## config.mk

```make
export PLATFORM = sky130hd
export DESIGN_NAME = ppa_port_cfg
export DESIGN_NICKNAME = d
export VERILOG_FILES = /design/src/design/ppa_pkg.sv /design/src/design/ppa_sync.sv /design/src/design/ppa_port_cfg.sv
export SDC_FILE = /design/constraint.sdc
export NUM_CORES = 1
export LEC_CHECK = 0
export BUFFER_PORTS_ARGS = -buffer_cell sky130_fd_sc_hd__buf_2
export CAP_MARGIN = 20
export CORE_ASPECT_RATIO = 0.6
export CORE_MARGIN = 2
export CORE_UTILIZATION = 32
export DETAILED_ROUTE_END_ITERATION = 8
export GPL_TIMING_DRIVEN = 0
export MAX_ROUTING_LAYER = met4
export SLEW_MARGIN = 20
export SYNTH_ARGS = -nofsm -noshare
export SYNTH_HDL_FRONTEND = slang
export SYNTH_SLANG_ARGS = --single-unit
```

## constraint.sdc

```tcl
create_clock -name clk_i -period 3.3 [get_ports clk_i]
set_clock_uncertainty 0.2 [all_clocks]
set_input_delay 0.33 -clock clk_i [delete_from_list [all_inputs] [get_ports clk_i]]
set_output_delay 0.33 -clock clk_i [all_outputs]
set_load 0.03 [all_outputs]
```

## src/design/ppa_pkg.sv

```systemverilog
package ppa_pkg;

    localparam int PORT_W = 8;
    localparam int DATA_W = 32;
    localparam int SEL_W = 4;

    // Register byte offsets
    localparam logic [7:0] OFS_PA_PULL = 8'h00;
    localparam logic [7:0] OFS_PA_ANA = 8'h04;
    localparam logic [7:0] OFS_PB_PULL = 8'h08;
    localparam logic [7:0] OFS_PB_ANA = 8'h0C;
    localparam logic [7:0] OFS_CTRL = 8'h10;
    localparam logic [7:0] OFS_PULL_STAT = 8'h14;
    localparam logic [7:0] OFS_PIN_STAT = 8'h18;

    // Implemented bits of each writable register
    localparam logic [7:0] MASK_PA_PULL = 8'h20;
    localparam logic [7:0] MASK_PA_ANA = 8'h1F;
    localparam logic [7:0] MASK_PB_PULL = 8'hFF;
    localparam logic [7:0] MASK_PB_ANA = 8'hFE;
    localparam logic [7:0] MASK_CTRL = 8'h01;

    // Reset values
    localparam logic [7:0] RST_PA_PULL = 8'h20;
    localparam logic [7:0] RST_PA_ANA = 8'h1F;
    localparam logic [7:0] RST_PB_PULL = 8'hFF;
    localparam logic [7:0] RST_PB_ANA = 8'hFE;
    localparam logic [7:0] RST_CTRL = 8'h01;

    // Field positions
    localparam int CTRL_GPD_BIT = 0;
    localparam int PA_RESET_PIN = 5;
    localparam int STAT_PB_LSB = 8;

    // Synchroniser depth for pin inputs
    localparam int SYNC_STAGES = 2;

endpackage

```

## src/design/ppa_sync.sv

```systemverilog
`timescale 1ns/1ps
`default_nettype none
module ppa_sync #(
    parameter int WIDTH = 16
) (
    input wire logic clk_i,
    input wire logic rst_i,
    input wire logic [WIDTH-1:0] d_i,
    output logic [WIDTH-1:0] q_o
);
    import ppa_pkg::*;

    generate
        if (WIDTH < 1)
        begin : g_bad_width
            $error("ppa_sync: WIDTH must be at least one");
        end
    endgenerate

    typedef struct packed {
        logic [WIDTH-1:0] meta;
        logic [WIDTH-1:0] held;
    } ppa_sync_type;

    ppa_sync_type s_r;
    ppa_sync_type s_nxt;

    // First stage feeds the second stage only
    always_comb
    begin
        s_nxt = s_r;
        s_nxt.meta = d_i;
        s_nxt.held = s_r.meta;
    end

    always_ff @(posedge clk_i)
    begin
        if (rst_i)
        begin
            s_r <= '0;
        end
        else
        begin
            s_r <= s_nxt;
        end
    end

    assign q_o = s_r.held;

endmodule
`default_nettype wire

```

## src/design/ppa_port_cfg.sv

```systemverilog
`timescale 1ns/1ps
`default_nettype none
module ppa_port_cfg #(
    parameter int ADDR_W = 8
) (
    input wire logic clk_i,
    input wire logic rst_i,
    input wire logic wb_cyc_i,
    input wire logic wb_stb_i,
    input wire logic wb_we_i,
    input wire logic [ADDR_W-1:0] wb_adr_i,
    input wire logic [ppa_pkg::SEL_W-1:0] wb_sel_i,
    input wire logic [ppa_pkg::DATA_W-1:0] wb_dat_i,
    output logic [ppa_pkg::DATA_W-1:0] wb_dat_o,
    output logic wb_ack_o,
    input wire logic ext_reset_pin_enable_cfg_i,
    input wire logic [ppa_pkg::PORT_W-1:0] porta_dir_i,
    input wire logic [ppa_pkg::PORT_W-1:0] portb_dir_i,
    input wire logic [ppa_pkg::PORT_W-1:0] porta_pin_i,
    input wire logic [ppa_pkg::PORT_W-1:0] portb_pin_i,
    output logic [ppa_pkg::PORT_W-1:0] porta_pullup_o,
    output logic [ppa_pkg::PORT_W-1:0] portb_pullup_o,
    output logic [ppa_pkg::PORT_W-1:0] porta_analog_sel_o,
    output logic [ppa_pkg::PORT_W-1:0] portb_analog_sel_o,
    output logic [ppa_pkg::PORT_W-1:0] porta_dig_in_en_o,
    output logic [ppa_pkg::PORT_W-1:0] portb_dig_in_en_o
);
    import ppa_pkg::*;

    ////////////////////////////////////////////////////////////////////////
    // Elaboration checks

    generate
        if (ADDR_W < 5 || ADDR_W > 8)
        begin : g_bad_addr
            $error("ppa_port_cfg: ADDR_W must lie between 5 and 8");
        end
    endgenerate

    ////////////////////////////////////////////////////////////////////////
    // State

    typedef struct packed {
        logic [PORT_W-1:0] pa_pull;
        logic [PORT_W-1:0] pa_ana;
        logic [PORT_W-1:0] pb_pull;
        logic [PORT_W-1:0] pb_ana;
        logic [PORT_W-1:0] ctrl;
        logic ack;
        logic [DATA_W-1:0] rdat;
    } ppa_state_type;

    ppa_state_type st_r;
    ppa_state_type st_nxt;

    ////////////////////////////////////////////////////////////////////////
    // Functions

    // Keeps only implemented bits, so the rest stay zero
    function automatic logic [PORT_W-1:0] keep_impl(
        input logic [PORT_W-1:0] value,
        input logic [PORT_W-1:0] mask
    );
        keep_impl = value & mask;
    endfunction

    // Pull-up is on only for an input pin with the global disable clear
    function automatic logic [PORT_W-1:0] eff_pull(
        input logic [PORT_W-1:0] en,
        input logic [PORT_W-1:0] dir,
        input logic gdis
    );
        eff_pull = en & dir & {PORT_W{~gdis}};
    endfunction

    // Address match against a register offset, high bits beyond ADDR_W cut off
    function automatic logic hit(
        input logic [ADDR_W-1:0] adr,
        input logic [7:0] ofs
    );
        hit = (adr == ofs[ADDR_W-1:0]);
    endfunction

    ////////////////////////////////////////////////////////////////////////
    // Pin inputs cross into the clock domain

    logic [2*PORT_W-1:0] pins_sync;

    ppa_sync #(
        .WIDTH(2*PORT_W)
    ) u_pin_sync (
        .clk_i(clk_i),
        .rst_i(rst_i),
        .d_i({portb_pin_i, porta_pin_i}),
        .q_o(pins_sync)
    );

    ////////////////////////////////////////////////////////////////////////
    // Pin behaviour

    logic gdis;
    logic [PORT_W-1:0] pa_pull_eff;
    logic [PORT_W-1:0] pb_pull_eff;
    logic [PORT_W-1:0] pa_dig_en;
    logic [PORT_W-1:0] pb_dig_en;
    logic [PORT_W-1:0] pa_pin_seen;
    logic [PORT_W-1:0] pb_pin_seen;

    assign gdis = st_r.ctrl[CTRL_GPD_BIT];

    always_comb
    begin
        // Pin 5 is the only port A pin with a pull-up at all
        pa_pull_eff = eff_pull(st_r.pa_pull, porta_dir_i, gdis);
        // Reset pin keeps its pull-up so the line never floats
        if (ext_reset_pin_enable_cfg_i)
        begin
            pa_pull_eff[PA_RESET_PIN] = 1'b1;
        end
    end

    assign pb_pull_eff = eff_pull(st_r.pb_pull, portb_dir_i, gdis);

    // Analog selection shuts the digital input buffer
    assign pa_dig_en = ~st_r.pa_ana;
    assign pb_dig_en = ~st_r.pb_ana;

    // A disabled buffer reads low, as a real gated buffer would
    assign pa_pin_seen = pins_sync[PORT_W-1:0] & pa_dig_en;
    assign pb_pin_seen = pins_sync[2*PORT_W-1:PORT_W] & pb_dig_en;

    ////////////////////////////////////////////////////////////////////////
    // Register bus

    logic req;
    logic wr_go;
    logic [DATA_W-1:0] rd_mux;

    assign req = wb_cyc_i & wb_stb_i;
    // Write lands at the edge where the master sees ack
    assign wr_go = req & st_r.ack & wb_we_i & wb_sel_i[0];

    always_comb
    begin
        rd_mux = '0;
        if (hit(wb_adr_i, OFS_PA_PULL))
        begin
            rd_mux[PORT_W-1:0] = keep_impl(st_r.pa_pull, MASK_PA_PULL);
        end
        else if (hit(wb_adr_i, OFS_PA_ANA))
        begin
            rd_mux[PORT_W-1:0] = keep_impl(st_r.pa_ana, MASK_PA_ANA);
        end
        else if (hit(wb_adr_i, OFS_PB_PULL))
        begin
            rd_mux[PORT_W-1:0] = keep_impl(st_r.pb_pull, MASK_PB_PULL);
        end
        else if (hit(wb_adr_i, OFS_PB_ANA))
        begin
            rd_mux[PORT_W-1:0] = keep_impl(st_r.pb_ana, MASK_PB_ANA);
        end
        else if (hit(wb_adr_i, OFS_CTRL))
        begin
            rd_mux[PORT_W-1:0] = keep_impl(st_r.ctrl, MASK_CTRL);
        end
        else if (hit(wb_adr_i, OFS_PULL_STAT))
        begin
            rd_mux[PORT_W-1:0] = pa_pull_eff;
            rd_mux[STAT_PB_LSB+PORT_W-1:STAT_PB_LSB] = pb_pull_eff;
        end
        else if (hit(wb_adr_i, OFS_PIN_STAT))
        begin
            rd_mux[PORT_W-1:0] = pa_pin_seen;
            rd_mux[STAT_PB_LSB+PORT_W-1:STAT_PB_LSB] = pb_pin_seen;
        end
        // Unmapped addresses answer with zero and drop writes
    end

    ////////////////////////////////////////////////////////////////////////
    // Next state

    always_comb
    begin
        st_nxt = st_r;
        // One ack per request; it falls the cycle after it rose
        st_nxt.ack = req & ~st_r.ack;
        if (req & ~st_r.ack)
        begin
            st_nxt.rdat = rd_mux;
        end
        if (wr_go)
        begin
            if (hit(wb_adr_i, OFS_PA_PULL))
            begin
                st_nxt.pa_pull = keep_impl(wb_dat_i[PORT_W-1:0],
                    MASK_PA_PULL);
            end
            if (hit(wb_adr_i, OFS_PA_ANA))
            begin
                st_nxt.pa_ana = keep_impl(wb_dat_i[PORT_W-1:0],
                    MASK_PA_ANA);
            end
            if (hit(wb_adr_i, OFS_PB_PULL))
            begin
                st_nxt.pb_pull = keep_impl(wb_dat_i[PORT_W-1:0],
                    MASK_PB_PULL);
            end
            if (hit(wb_adr_i, OFS_PB_ANA))
            begin
                st_nxt.pb_ana = keep_impl(wb_dat_i[PORT_W-1:0],
                    MASK_PB_ANA);
            end
            if (hit(wb_adr_i, OFS_CTRL))
            begin
                st_nxt.ctrl = keep_impl(wb_dat_i[PORT_W-1:0],
                    MASK_CTRL);
            end
        end
    end

    ////////////////////////////////////////////////////////////////////////
    // Registers

    always_ff @(posedge clk_i)
    begin
        if (rst_i)
        begin
            st_r.pa_pull <= RST_PA_PULL;
            st_r.pa_ana <= RST_PA_ANA;
            st_r.pb_pull <= RST_PB_PULL;
            st_r.pb_ana <= RST_PB_ANA;
            st_r.ctrl <= RST_CTRL;
            st_r.ack <= 1'b0;
            st_r.rdat <= '0;
        end
        else
        begin
            st_r <= st_nxt;
        end
    end

    ////////////////////////////////////////////////////////////////////////
    // Outputs

    assign wb_ack_o = st_r.ack;
    assign wb_dat_o = st_r.rdat;
    assign porta_pullup_o = pa_pull_eff;
    assign portb_pullup_o = pb_pull_eff;
    // Software is expected to make analog pins inputs; nothing forces it
    assign porta_analog_sel_o = st_r.pa_ana;
    assign portb_analog_sel_o = st_r.pb_ana;
    assign porta_dig_in_en_o = pa_dig_en;
    assign portb_dig_in_en_o = pb_dig_en;

endmodule
`default_nettype wire

```

[Yosys cells after proc, flatten, opt, wreduce, memory -nomap -nowiden]
Cells that the tools add are included.
Cells by class
  add/subtract/negate cells: 0
  multiply operators: 0
  div/mod/pow operators: 0
  order comparisons: 0
  equal/unequal tests: 6
  shift-type cells: 0
  multiplexer cells: 13
  bitwise logic cells: 15
  reductions and logical operators: 6
Operators with widths (count)
  $mux 8: 10
  $and 8x8->8: 5
  $mux 16: 2
  $eq 8x5->1 const B: 3
  $eq 8x4->1 const B: 2
  $reduce_and 2->1: 5
  $and 6x8->8: 1
  $eq 8x3->1 const B: 1
  $logic_not 8->1: 1
  $not 5->8: 1
  $not 8->8: 1
  $and 1x1->1: 5
  $not 1->1: 2
  $mux 1: 1
Word-level totals
  bits in registers: 71
  latch bits: 0
  RAM bits: 0
  ROM bits: 0
  input port bits: 82
  output and inout port bits: 81
  word-level logic and storage cells: 49
  memories kept: 0

[Logic depth before layout (Yosys ltp)]
  depth after elaboration: 9
  gate-level depth with buffers: 6

[Modules after synthesis]
Synthesis repeated with hierarchy kept, for this count alone.
Second synthesis, totals
  cells, all modules: 401
  area, all modules: 3513.4 sq um
By module, submodules not included
  ppa_port_cfg: times used 1, cells each 334, area an instance 2650.0 sq um, seq. area each 780.7 sq um
  ppa_sync: times used 1, cells each 67, area an instance 863.3 sq um, seq. area each 640.6 sq um

[Worst setup path after synthesis]
No wires, ideal clock.
  path type: input -> register
  from: input wb_adr_i[7]
  to: register st_r (netlist bit gdis)
  library setup time: 0.072 ns
  data arrival time: 1.450 ns
  setup slack: 1.578 ns
  stages on the path: 3
  path through: or4_4 nor4b_1 mux2i_1
On the way
  word-level cells in the longest chain between the ends: 2
RTL lines
  start: declaration: line ppa_port_cfg.sv:11  | input wire logic [ADDR_W-1:0] wb_adr_i,
  $eq 8x5->1: line ppa_port_cfg.sv:81  | hit = (adr == ofs[ADDR_W-1:0]);
  $reduce_and 2->1 (no source line)
  end signal: assignment: line ppa_port_cfg.sv:238  | st_r <= st_nxt;
  end: declaration: line ppa_port_cfg.sv:53  | ppa_state_type st_r;
Every way passes these cells.
A chain may end at the register's enable or synchronous reset.

[Worst setup path after layout]
  from: register st_r (netlist bit gdis)
  to: output portb_pullup_o[3] (netlist name)
On the way
  word-level cells in the longest chain between the ends: 2
RTL lines
  $not 1->1: line ppa_port_cfg.sv:73  | eff_pull = en & dir & {PORT_W{~gdis}};
  $and 8x8->8: line ppa_port_cfg.sv:73
  end: declaration: line ppa_port_cfg.sv:22  | output logic [ppa_pkg::PORT_W-1:0] portb_pullup_o,
Every way passes these cells.

==> results_dict.tcl <==
set metrics [dict create \
    mostFrequentLayoutCells "buf_2 (99), dfxtp_1 (71), buf_4 (60), nor2_1 (39), nor2b_1 (36)" \
    postSynthCellCount 357 \
    hp-start "porta_pin_i[4]" \
    hold_viol_final 0 \
    dp_hpwl_um 7260 \
    status "completed" \
    fin_tns_setup_ps 0 \
    clkSinkCount 71 \
    synth_edf_count 0 \
    path_class "reg2out" \
    powerDensity_mw_per_mm2 472 \
    antenna_found_initial 0 \
    cts_buffer_depth 2 \
    grt_pass1_vias 2629 \
    slowest_delay_ps 310 \
    synth-seq-cells 71 \
    grt_pass1_wl_um 14200 \
    r2r_slack_ps 1430 \
    die_area_sq_mm 0.0112 \
    max_slew.worst_pin.slew_ps 663 \
    ys_types 43 \
    whs_endpoint "u_pin_sync.s_nxt[4]" \
    die_h_um 82.9 \
    grtUsageMet1 0.246 \
    avgSynthCellArea_sq_um 9.31 \
    fmax_mhz 511 \
    grt.met2_usage 0.235 \
    cp-end-kind "output port" \
    detail_route.drc_violations 0 \
    finalPower_mw 2.11 \
    drv_slew 0 \
    r2r-end "wb_dat_o[13]" \
    cp_max_fo 10 \
    fin_crit_ps 1960 \
    critical_path_required_ps 2770 \
    insertion_delay_ps 340 \
    p_leak_nw 2.12 \
    diodes 0 \
    mostFrequentLayoutCell "buf_2" \
    grt_max_degree 12 \
    critical-path-slowest-cell "dfxtp_1" \
    worst_ep_arrival_time_ps 1430 \
    rsz0062_at_grt "false" \
    synthFlopType "dfxtp_1" \
    drt_iter0_markers 218 \
    die_w_um 136 \
    hp-class "in2reg" \
    vdd_drop_max_v 0.000240 \
    synth_top_area_cell "dfxtp_1" \
    clk_pin_slew_ps 50 \
    busiest_layer "met1" \
    netlist.area_leader.share 0.428 \
    hold_depth 2 \
    grtUsageTotal 0.172 \
    ctsHtreeMaxLevel 3 \
    ys_warn_count 0 \
    design.core.area_sq_mm 0.00998 \
    ant_nets 0 \
    numCtsBuffers 9 \
    place.gp.congestion 0.880 \
    fp-row-count 28 \
    setup_viol 0 \
    port_buffers 96 \
    worstPathCellList "inv_1 > and3_1 > buf_2" \
    clock-root-buffer "clkbuf_16" \
    boundaryPins 163 \
    dr.pass1.iters 5 \
    grt-ovfl-total 0 \
    nets 584 \
    initial_core_util 0.333 \
    drive_gt1_frac 0.368 \
    r2r_cells 4 \
    ys_seq_area_frac 0.428 \
    post-route-period-util 0.593 \
    routed_wl_um 9280 \
    vias 2826 \
    worstReg2RegStart "wb_ack_o" \
    start_kind "flip-flop" \
    synthTopCellsByArea "dfxtp_1 (43%), buf_4 (14%), mux2i_1 (7.5%), nor2b_1 (6.8%), nor2_1 (4.4%)" \
    maxSlewHeadroom 0.558 \
    async_reset_ff_frac 0 \
    wl_per_cell_um 14.5 \
    vias_per_cell 4.42 \
    syn_area_sq_mm 0.00332 \
    cts_tree "yes" \
    met3_usage 0.0549 \
    syn2layout_area_growth_pct 34.6 \
    maxCapViolCount 0 \
]
synth_stat cells, types with 2 or more instances:
library cell	instances
a21oi_1	6
nand3_1	2
and3_1	8
nor2_1	39
o2111ai_1	4
clkbuf_1	8
o21ai_1	4
o21ai_0	16
a32o_1	2
inv_1	13
conb_1	2
clkbuf_8	4
buf_4	60
mux2i_1	25
a211oi_1	4
a32oi_1	7
nor2b_1	36
a31oi_1	4
buf_2	3
dfxtp_1	71
nand3b_1	3
nor4_4	3
nand2_1	13
critical path, delay by kind of cell (launching register included):
family | cells | cell delay, ps
buffers and inverters | 2 | 510
flip-flops | 1 | 310
AND/OR/NAND/NOR | 1 | 280
cells by family (layout without fill, tap and decap cells):
kind of cell,count (synthesis),in the layout,share of synthesized area
other cells,2,31,0.00226
mux,25,25,0.0753
buf+inv,89,208,0.184
flops,71,71,0.428
compound gates,53,53,0.106
simple gates,117,117,0.205
where the power goes:
part	leakage [nW]	internal (mW)	switching, mW
combinational	1.40	0.0921	0.137
clock	0.144	0.651	0.343
sequential	0.581	0.880	0.00841
total	2.12	1.62	0.489
sequential cells by signal (all words and copies together), names as in the netlist:
name	flops
st_r	9
portb_analog_sel_o	7
u_pin_sync.q_o	16
gdis	1
porta_analog_sel_o	5
wb_dat_o	16
wb_ack_o	1
u_pin_sync.s_nxt	16
routing by layer:
| metal | routed length (um) | part of all wire |
|---|---|---|
| met1 | 4700 | 0.51 |
| met2 | 3840 | 0.41 |
| met3 | 678 | 0.073 |
| met4 | 65 | 0.0070 |
| met5 | 0 | 0 |
how the worst max path moves through the flow:
stage	start	end	slack, ps
global route	gdis	portb_pullup_o[3]	1240
CTS	gdis	portb_pullup_o[3]	1310
global placement	wb_adr_i[7]	porta_analog_sel_o[3]	1240
detailed placement	wb_adr_i[7]	porta_analog_sel_o[1]	1180
finish	gdis	portb_pullup_o[3]	1340
floorplan	wb_adr_i[7]	gdis	1580
through the flow:
stage                     instance area [sq um]  hold slack, ps  instances  setup slack [ps]  utilization
after floorplan                            3430             214        386              1580            -
after global placement                     4080             225        617              1240        0.409
after detailed placement                   4080             224        617              1180        0.409
after CTS                                  4460            2.02        639              1310        0.447
after global routing                       4470           0.343        640              1240        0.448
final                                      4470            9.06        640              1340        0.448
what timing repair did:
item                       CTS  global route
hold endpoints to repair     8             1
resized for setup            0             0
setup endpoints to repair    0             0
buffers inserted             0             0
hold buffers                 8             1
final cells by class:
type                    instances  area, sq um
clock buffers                  10          229
repair buffers                105          571
inverters                      13         48.8
fillers                      1001         5510
well taps                     135          169
clock inverters                 4         72.6
flip-flops and latches         71         1420
multi-input cells             226         1400
plain buffers                  76          562
Power figures use the tool's default switching activity.
